**config.mk**
```make
export PLATFORM = sky130hd
export DESIGN_NAME = clock_timer
export DESIGN_NICKNAME = d
export VERILOG_FILES = /design/src/hw/clock_timer_pkg.sv /design/src/hw/tick_if.sv /design/src/hw/tick_divider.sv /design/src/hw/clock_timer.sv
export VERILOG_INCLUDE_DIRS = /design/src /design/src/hw
export SDC_FILE = /design/constraint.sdc
export NUM_CORES = 1
export LEC_CHECK = 0
export BUFFER_PORTS_ARGS = -buffer_cell sky130_fd_sc_hd__buf_2
export CAP_MARGIN = 0
export CORE_ASPECT_RATIO = 2
export CORE_MARGIN = 2
export CORE_UTILIZATION = 65
export DETAILED_ROUTE_END_ITERATION = 8
export HOLD_SLACK_MARGIN = 0.02
export PLACE_DENSITY_LB_ADDON = 0.25
export RECOVER_POWER = 50
export SYNTH_ARGS = -nofsm -noshare
export SYNTH_HDL_FRONTEND = slang
export SYNTH_HIERARCHICAL = 1
export SYNTH_SLANG_ARGS = --single-unit
```
**constraint.sdc**
```tcl
create_clock -name clk -period 3.2 [get_ports clk]
set_input_delay 0.8 -clock clk [delete_from_list [all_inputs] [get_ports clk]]
set_output_delay 0.8 -clock clk [all_outputs]
set_load 0.02 [all_outputs]
```
**src/hw/clock_timer_defs.svh**
```systemverilog
`ifndef CLOCK_TIMER_DEFS_SVH
`define CLOCK_TIMER_DEFS_SVH

// ****************************************************************
// Register addresses
// ****************************************************************
`define CT_ADDR_STAGE     8'hE4
`define CT_ADDR_EN        8'hEB
`define CT_ADDR_FLAG      8'hEF
`define CT_ADDR_CTRL      8'hF9
`define CT_ADDR_FLAG_CLR  8'hD0

// ****************************************************************
// Widths and field positions
// ****************************************************************
`define CT_ADDR_W         8
`define CT_DATA_W         4
`define CT_DIV_W          7
`define CT_PRESC_W        19
`define CT_FLAG_W         3
`define CT_STAGE_LSB      3
`define CT_STAGE_MSB      6
`define CT_TAP_FIRST      2
`define CT_TAP_STEP       2
`define CT_CLR_BIT        2

// ****************************************************************
// Reset values
// ****************************************************************
`define CT_DIV_RST        7'h00
`define CT_PRESC_RST      19'h00000
`define CT_FLAG_RST       3'h0
`define CT_DATA_RST       4'h0

// ****************************************************************
// Timing
// ****************************************************************
`define CT_CLK_PERIOD_NS  8
`define CT_TICK_PERIOD_NS 3906250
`define CT_TICK_CYCLES    (`CT_TICK_PERIOD_NS / `CT_CLK_PERIOD_NS)

`endif

```
**src/hw/clock_timer_pkg.sv**
```systemverilog
`include "clock_timer_defs.svh"

package clock_timer_pkg;

  typedef logic [`CT_ADDR_W-1:0] addr_t;
  typedef logic [`CT_DATA_W-1:0] nib_t;
  typedef logic [`CT_FLAG_W-1:0] flag_t;
  typedef logic [`CT_DIV_W-1:0]  div_t;

  typedef enum logic [2:0] {
    SEL_NONE, SEL_STAGE, SEL_EN, SEL_FLAG, SEL_CTRL, SEL_CLR
  } sel_t;

  typedef struct packed {
    logic [`CT_PRESC_W-1:0] presc;
    div_t                   cnt;
    div_t                   fall;
  } div_state_t;

  typedef struct packed {
    flag_t en;
    flag_t flags;
    nib_t  rdata;
  } ct_state_t;

endpackage : clock_timer_pkg

```
**src/hw/tick_if.sv**
```systemverilog
`timescale 1ns/1ps

// Carries the divider state between register logic and divider
interface tick_if;
  import clock_timer_pkg::*;
  logic ce;
  logic clear;
  div_t stages;
  div_t fall;

  modport ctl (output ce, output clear, input stages, input fall);
  modport div (input ce, input clear, output stages, output fall);
endinterface : tick_if

```
**src/hw/tick_divider.sv**
```systemverilog
`timescale 1ns/1ps
`include "clock_timer_defs.svh"

module tick_divider #(
  parameter int TICK_CYCLES = `CT_TICK_CYCLES
) (
  input  wire logic clk,
  input  wire logic reset_n,
  tick_if.div       t
);
  import clock_timer_pkg::*;

  div_state_t s_q;
  div_state_t s_d;
  div_t       nxt;

  // ****************************************************************
  // Prescaler to 256 Hz and seven-stage binary divider
  // ****************************************************************
  always_comb begin
    s_d = s_q;
    nxt = s_q.cnt + 7'h01;
    if (t.ce) begin
      s_d.fall = '0;
      if (s_q.presc == `CT_PRESC_W'(TICK_CYCLES - 1)) begin
        s_d.presc = `CT_PRESC_RST;
      end else begin
        s_d.presc = s_q.presc + `CT_PRESC_W'(1);
      end
      // Clear wins; prescaler keeps running so counting resumes
      if (t.clear) begin
        s_d.cnt = `CT_DIV_RST;
      end else if (s_q.presc == `CT_PRESC_W'(TICK_CYCLES - 1)) begin
        s_d.cnt  = nxt;
        s_d.fall = s_q.cnt & ~nxt;
      end
    end
  end

  // State register
  always_ff @(posedge clk or negedge reset_n) begin
    if (!reset_n) begin
      s_q <= '{presc: `CT_PRESC_RST, cnt: `CT_DIV_RST, fall: `CT_DIV_RST};
    end else begin
      s_q <= s_d;
    end
  end

  assign t.stages = s_q.cnt;
  assign t.fall   = s_q.fall;
endmodule : tick_divider

```
**src/hw/clock_timer.sv**
```systemverilog
`timescale 1ns/1ps
`include "clock_timer_defs.svh"

// Notes on behaviour
// - Seven-bit divider advances on each 256 Hz tick
// - Only four top divider stages are readable
// - Readout bits: 16, 8, 4, 2 Hz
// - Readout is read-only; writes ignored
// - Reset clears divider; readout reads zero
// - Falling 32/8/2 Hz edges set flags
// - Flags set regardless of enable bits
// - Enable register bits 32/8/2 Hz, reads back
// - Reset clears all enable bits
// - Flag register reports events; writes ignored
// - Reading flag register returns then clears flags
// - Reset clears all flags
// - Writing one to clear bit zeroes divider
// - Clear bit is write-only, reads zero

module clock_timer #(
  parameter int TICK_CYCLES = `CT_TICK_CYCLES
) (
  input  wire logic                  clk,
  input  wire logic                  reset_n,
  input  wire logic                  ce,
  input  wire clock_timer_pkg::addr_t addr,
  input  wire clock_timer_pkg::nib_t  wdata,
  input  wire logic                  wr,
  input  wire logic                  rd,
  output      clock_timer_pkg::nib_t  rdata,
  output      logic                  irq
);
  import clock_timer_pkg::*;

  // ****************************************************************
  // Address decode
  // ****************************************************************

  // Maps a bus address onto a register select
  function automatic sel_t decode(input addr_t a);
    sel_t s;
    s = SEL_NONE;
    case (a)
      `CT_ADDR_STAGE:    s = SEL_STAGE;
      `CT_ADDR_EN:       s = SEL_EN;
      `CT_ADDR_FLAG:     s = SEL_FLAG;
      `CT_ADDR_CTRL:     s = SEL_CTRL;
      `CT_ADDR_FLAG_CLR: s = SEL_CLR;
      default:           s = SEL_NONE;
    endcase
    return s;
  endfunction : decode

  ct_state_t s_q;
  ct_state_t s_d;
  sel_t      rd_sel;
  sel_t      wr_sel;
  flag_t     evt;
  flag_t     clr;
  nib_t      stage_view;

  tick_if t ();

  // Strobes gated by the select of the current address
  assign rd_sel = rd ? decode(addr) : SEL_NONE;
  assign wr_sel = wr ? decode(addr) : SEL_NONE;

  // ****************************************************************
  // Divider
  // ****************************************************************

  // Divider freezes together with the register logic
  assign t.ce = ce;

  // Clear strobe only from a one in the clear bit
  assign t.clear = ce && wr_sel == SEL_CTRL
                   && wdata[`CT_CLR_BIT];

  tick_divider #(
    .TICK_CYCLES (TICK_CYCLES)
  ) u_div (
    .clk     (clk),
    .reset_n (reset_n),
    .t       (t.div)
  );

  // Upper four stages, 16 Hz at bit 0 up to 2 Hz at bit 3
  assign stage_view = t.stages[`CT_STAGE_MSB:`CT_STAGE_LSB];

  // ****************************************************************
  // Tick events
  // ****************************************************************

  // Flag i follows the falling edge of tap 2 + 2*i
  for (genvar i = 0; i < `CT_FLAG_W; i++) begin : g_evt
    assign evt[i] = t.fall[`CT_TAP_FIRST + `CT_TAP_STEP * i];
  end

  // ****************************************************************
  // Flag clear sources
  // ****************************************************************

  // Read of the flag register or a one in the clear register
  always_comb begin
    clr = '0;
    if (rd_sel == SEL_FLAG) begin
      clr = '1;
    end else if (wr_sel == SEL_CLR) begin
      clr = wdata[`CT_FLAG_W-1:0];
    end
  end

  // ****************************************************************
  // Register logic
  // ****************************************************************

  // Next state of enables, flags and read data
  always_comb begin
    s_d = s_q;
    if (ce) begin
      // Read data stands for one cycle only
      s_d.rdata = `CT_DATA_RST;
      case (rd_sel)
        SEL_STAGE: s_d.rdata = stage_view;
        SEL_EN:    s_d.rdata = {1'b0, s_q.en};
        SEL_FLAG:  s_d.rdata = {1'b0, s_q.flags};
        SEL_CTRL:  s_d.rdata = `CT_DATA_RST;
        default:   s_d.rdata = `CT_DATA_RST;
      endcase
      // Set wins over clear; enables do not gate the set
      s_d.flags = (s_q.flags & ~clr) | evt;
      // Writes to readout and flag register fall to no branch
      case (wr_sel)
        SEL_EN:  s_d.en = wdata[`CT_FLAG_W-1:0];
        default: s_d.en = s_q.en;
      endcase
    end
  end

  // State register
  always_ff @(posedge clk or negedge reset_n) begin
    if (!reset_n) begin
      // All timer interrupts masked, no events pending
      s_q <= '{en: `CT_FLAG_RST, flags: `CT_FLAG_RST,
               rdata: `CT_DATA_RST};
    end else begin
      s_q <= s_d;
    end
  end

  // ****************************************************************
  // Outputs
  // ****************************************************************

  // Read data from the register
  assign rdata = s_q.rdata;

  // Level request from any enabled flag
  assign irq = |(s_q.flags & s_q.en);
endmodule : clock_timer

```
==> results.toml, run 1 <==
[die]
dieArea_sq_um = 4350
die_h_um = 91.3
row_count = 31
initial_utilization_pct = 67.9
core_sq_um = 3650
die_x_um = 47.6
io_pins = 22

[drt]
dr.first_iter.drc_count = 73
wl_per_cell_um = 18.1
wl_mm = 5.84
vias_per_cell = 6.33
drt.antenna.violating_nets = 0
vias = 2046
drc = 0
dr.pass1.iters = 4

[worst_setup_path]
critPathSlowestCell = "and3_1"
reg2reg_from = "u_div/s_q[16]"
crit_family = "simple AND/OR/NAND/NOR gates"
r2r_slack_ns = 1.12
crit_arrival_ns = 2.58
cp_max_fo = 15
crit_buf_inv = 1
path_cells = "buf_2, nor3_1, o211a_1, and4b_1, and3_1, nor2b_1, o21ai_0, o311ai_1"
worstReg2RegEnd = "u_div/t.stages[3]"
cp-start-kind = "input port"
critPathMaxStageDelay_ns = 0.50
required_ns = 3.36
end_kind = "flip-flop"
r2r_cells = 4
path_class = "input port to flip-flop"

[placed_design]
gp_congestion = 0.814
io_buffers = 20
pre_cts_slack_ns = 0.527
dpl.cell_count = 315
hpwl_mm = 4.23
dpl_cell_area_sq_um = 2540

[clock_network]
clk_pin_slew_ns = 0.08
ctsHoldBuffers = 0
cts_setup_buffers = 0
htreeDepth = 2
numCtsBuffers = 5
cts_buffer_depth = 2
clk_latency_ns = 0.30
cts_sinks = 39
cts_resized = 0
cts_tree = "done"
root_buffer = "clkbuf_8"

[sta]
setup_viol = 0
fmax_mhz = 413
hold_violations = 0
fin_ws_ns = 0.777
post-route-period-util_pct = 75.7
fin_setup_tns_ns = 0
worst_pin_slew_ns = 0.875
maxSlewViolCount = 0
slew_headroom_pct = 41.7
rsz0062_at_grt = "false"
fin_worst_skew_ns = 0.0110
finalCriticalPeriod_ns = 2.42

[cells_and_area]
fin_cells = 323
layout_commonest_cell = "dfrtp_1"
diodes = 0
mostFrequentLayoutCells = "dfrtp_1, nand2_1, buf_2"
fin_area_sq_um = 2670
fillers = 305
synthToLayoutAreaGrowth_pct = 7.98
fin_nets = 298
drive_above_1_share_pct = 19.3

[worst_hold_path]
hold-path-endpoint = "s_q[6]"
hold_depth = 2
min_path_type = "flip-flop to flip-flop"
hp-start = "u_div/t.fall[6]"

[pwr]
p_clk_share_pct = 40.6
pwr-share-comb_pct = 11.0
swShare_pct = 26.0
ir_drop_v = 0.000448
power_uw = 1200
p_leak_uw = 0.00125
power.switching_uw = 314
p_seq_share_pct = 48.4
power.internal_uw = 890
powerDensity_nw_per_um2 = 450

[grt]
grt_antenna_before_repair = 0
grt_first_pass_wirelength_mm = 9.37
met2_usage_pct = 54.8
grt_pass1_vias = 2080
grt_util_met3_pct = 4.97
grt_overflow = 0
grt_usage_pct = 30.4
busiest_layer = "met2"
grt_util_met1_pct = 31.0
grt_max_degree = 40

[yosys]
synth_area_sq_um = 2480
synth_warnings = 6
syn_area_per_cell_sq_um = 9.56
synthCells = 259
syn_nets = 284

[run_status]
run_status = "finished, final reports clean"

[job]
maxCapViolCount = 0
==> cell type report <==
cell class              instances  area [sq um]  share of cell area (%)
multi-input cells             186          1310                    49.0
inverters                      17          63.8                    2.39
repair buffers                 24           129                    4.82
well taps                      49          61.3                    2.29
clock buffers                   6          72.6                    2.71
flip-flops and latches         39           976                    36.5
clock inverters                 2          60.1                    2.25
==> worst max-delay path by stage <==
stage,startpoint,end,slack (ns),cells past startpoint
floorplan,addr[0],u_div/t.stages[0],0.84,8
global placement,addr[0],u_div/t.fall[4],0.59,7
detailed placement,addr[0],u_div/t.stages[2],0.53,8
CTS,addr[0],u_div/t.stages[2],0.79,8
global route,addr[0],u_div/t.stages[2],0.65,8
finish,addr[5],u_div/t.stages[2],0.78,8
==> worst min-delay path, delay by kind of cell (launching register included) <==
family / cells / cell delay, ns
flops: 1 / 0.35
simple gates: 2 / 0.11
==> power groups by stage <==
stage                     Clock, uW  Combinational, uW  Sequential, uW
after floorplan                   0               83.3             573
after global placement            0                123             588
after detailed placement          0                128             590
after CTS                       497                131             580
after global routing            517                147             590
final                           489                132             583
==> stage by stage <==
stage	utilization, %	hold WS (ns)
2_1_floorplan	-	0.456
3_3_place_gp	69.7	0.468
3_5_place_dp	69.7	0.466
4_1_cts	73.4	0.494
5_1_grt	73.3	0.512
6_report	73.3	0.494
==> sequential cells by signal, indices dropped and copies added (netlist names) <==
register / flops
rdata: 4
s_q: 6
u_div/s_q: 19
u_div/t.fall: 3
u_div/t.stages: 7
==> per-layer routing <==
metal / wire [um] / share of wire, % / vias up
met5: 0 / 0 / -
met2: 3360 / 58 / 51
met1: 2120 / 36 / 1004
met3: 175 / 3.0 / 13
met4: 178 / 3.0 / 0
li1: - / - / 978
No activity file was read; power rests on OpenSTA's default activity.
==> run 2, diff against run 1 <==
--- a/config.mk
+++ b/config.mk
@@ -6,11 +6,12 @@
 export SDC_FILE = /design/constraint.sdc
 export NUM_CORES = 1
 export LEC_CHECK = 0
+export ABC_AREA = 1
 export BUFFER_PORTS_ARGS = -buffer_cell sky130_fd_sc_hd__buf_2
 export CAP_MARGIN = 0
 export CORE_ASPECT_RATIO = 2
 export CORE_MARGIN = 2
-export CORE_UTILIZATION = 65
+export CORE_UTILIZATION = 55
 export DETAILED_ROUTE_END_ITERATION = 8
 export HOLD_SLACK_MARGIN = 0.02
 export PLACE_DENSITY_LB_ADDON = 0.25
==> constraint.sdc (replaced) <==
create_clock -name clk -period 2 [get_ports clk]
set_input_delay 0.5 -clock clk [delete_from_list [all_inputs] [get_ports clk]]
set_output_delay 0.5 -clock clk [all_outputs]
set_load 0.02 [all_outputs]
==> results.toml, run 2 <==
[die]
die_h_um = 103
core_sq_um = 4770
die_x_um = 53.4
io_pins = 22
initial_utilization_pct = 56.2
dieArea_sq_um = 5490
row_count = 36

[grt]
grt_overflow = 0
grt_pass1_vias = 2402
grt_antenna_before_repair = 0
grt_usage_pct = 23.9
grt_first_pass_wirelength_mm = 9.96
grt_max_degree = 23

[clock_network]
numCtsBuffers = 5
clk_pin_slew_ns = 0.08
cts_setup_buffers = 0
cts_sinks = 39
cts_buffer_depth = 2
ctsHoldBuffers = 0
clk_latency_ns = 0.29
root_buffer = "clkbuf_8"
cts_tree = "done"
cts_resized = 0
htreeDepth = 2

[drt]
wl_per_cell_um = 12.4
vias = 2352
vias_per_cell = 5.24
wl_mm = 5.57
drc = 0
dr.first_iter.drc_count = 58
drt.antenna.violating_nets = 0
dr.pass1.iters = 4

[sta]
setup_viol = 0
fin_worst_skew_ns = 0.00370
fin_setup_tns_ns = 0
finalCriticalPeriod_ns = 1.70
fmax_mhz = 588
post-route-period-util_pct = 85.1
worst_pin_slew_ns = 1.14
maxSlewViolCount = 0
hold_violations = 0
rsz0062_at_grt = "false"
slew_headroom_pct = 24.1

[job]
maxCapViolCount = 0

[worst_setup_path]
crit_arrival_ns = 1.89
end_kind = "flip-flop"
path_cells = "inv_1, ha_1, inv_1, nor2_1, nand2_1, nor2_4, nand3_4, and3_1"
r2r_cells = 8
crit_top_cell = "inv_1"
required_ns = 2.19
r2r_slack_ns = 0.30
critPathMaxStageDelay_ns = 0.40
critPathSlowestCell = "dfrtp_1"
worstReg2RegEnd = "u_div/s_q[23]"
cp_max_fo = 17
path_class = "flip-flop to flip-flop"
crit_buf_inv = 2
reg2reg_from = "u_div/s_q[14]"
path_depth = 8
crit_family = "simple AND/OR/NAND/NOR gates"
cp-start-kind = "flip-flop"
startpoint = "u_div/s_q[14]"
worstSetupEndpoint = "u_div/s_q[23]"

[yosys]
synthCells = 375
syn_nets = 400
syn_area_per_cell_sq_um = 7.16
synth_area_sq_um = 2680
synth_warnings = 6

[cells_and_area]
final_core_util_pct = 60.4
diodes = 0
drive_above_1_share_pct = 17.3
layout_commonest_cell = "nand2_1"
synthToLayoutAreaGrowth_pct = 7.41
fillers = 446
largest_reg_flops = 19
regMostFlops = "u_div/s_q"
fin_cells = 449
mostFrequentLayoutCells = "nand2_1, nor2_1, inv_1"
fin_area_sq_um = 2880
fin_nets = 416

[placed_design]
hpwl_mm = 4.22
gp_congestion = 0.882
io_buffers = 20
dpl_cell_area_sq_um = 2790
dpl.cell_count = 441

[pwr]
ir_drop_v = 0.000656
p_leak_uw = 0.00160
powerDensity_nw_per_um2 = 701

[worst_hold_path]
min_path_type = "input port to async pin"

[run_status]
run_status = "finished, final reports clean"
-- run 2: stage by stage --
step / hold WS, ns / worst slack, ns / total power, uW
after floorplan: 0.204 / 0.269 / 1240
after global placement: 0.462 / 0.0588 / 1340
after detailed placement: 0.468 / 0.0366 / 1350
after CTS: 0.183 / 0.308 / 2040
after global routing: 0.450 / 0.0814 / 2150
final: 0.404 / 0.299 / 2020
-- run 2: layout make-up --
class                           instances  area, sq um  area share [%]
Clock buffer                            6         82.6            2.86
Clock inverter                          2         35.0            1.22
Inverter                               50          188            6.51
Multi-Input combinational cell        269         1390            48.2
Sequential cell                        39          976            33.9
Tap cell                               57         71.3            2.47
Timing Repair Buffer                   26          140            4.86
-- run 2: how the worst min path moves through the flow --
stage / startpoint / end / slack (ns) / cells after the start
finish: reset_n / s_q[8] / 0.40 / 1
floorplan: reset_n / rdata[0] / 0.20 / 0
global route: wdata[0] / s_q[7] / 0.45 / 3
global placement: u_div/t.fall[6] / s_q[6] / 0.46 / 2
detailed placement: u_div/t.fall[6] / s_q[6] / 0.47 / 2
CTS: reset_n / rdata[1] / 0.18 / 1
-- run 2: per-layer routing --
| layer | up-vias | GRT usage, % | share of wire, % |
|---|---|---|---|
| met2 | 55 | 39.9 | 50 |
| met1 | 1103 | 29.8 | 45 |
| li1 | 1185 | - | - |
| met4 | 0 | 10.3 | 1.8 |
| met3 | 9 | 3.62 | 3.6 |
| met5 | - | 0 | 0 |
-- run 2: power by group --
| part | total (uW) | internal [uW] | switching [uW] |
|---|---|---|---|
| Combinational | 384 | 133 | 251 |
| Sequential | 955 | 858 | 96.3 |
| Clock | 682 | 404 | 279 |
| Total | 2020 | 1390 | 626 |
-- run 2: worst reg2reg max path, stage by stage (launching register included) --
cell	delay (ns)
dfrtp_1	0.40
inv_1	0.10
ha_1	0.25
inv_1	0.06
nor2_1	0.08
nand2_1	0.09
nor2_4	0.16
nand3_4	0.22
and3_1	0.24
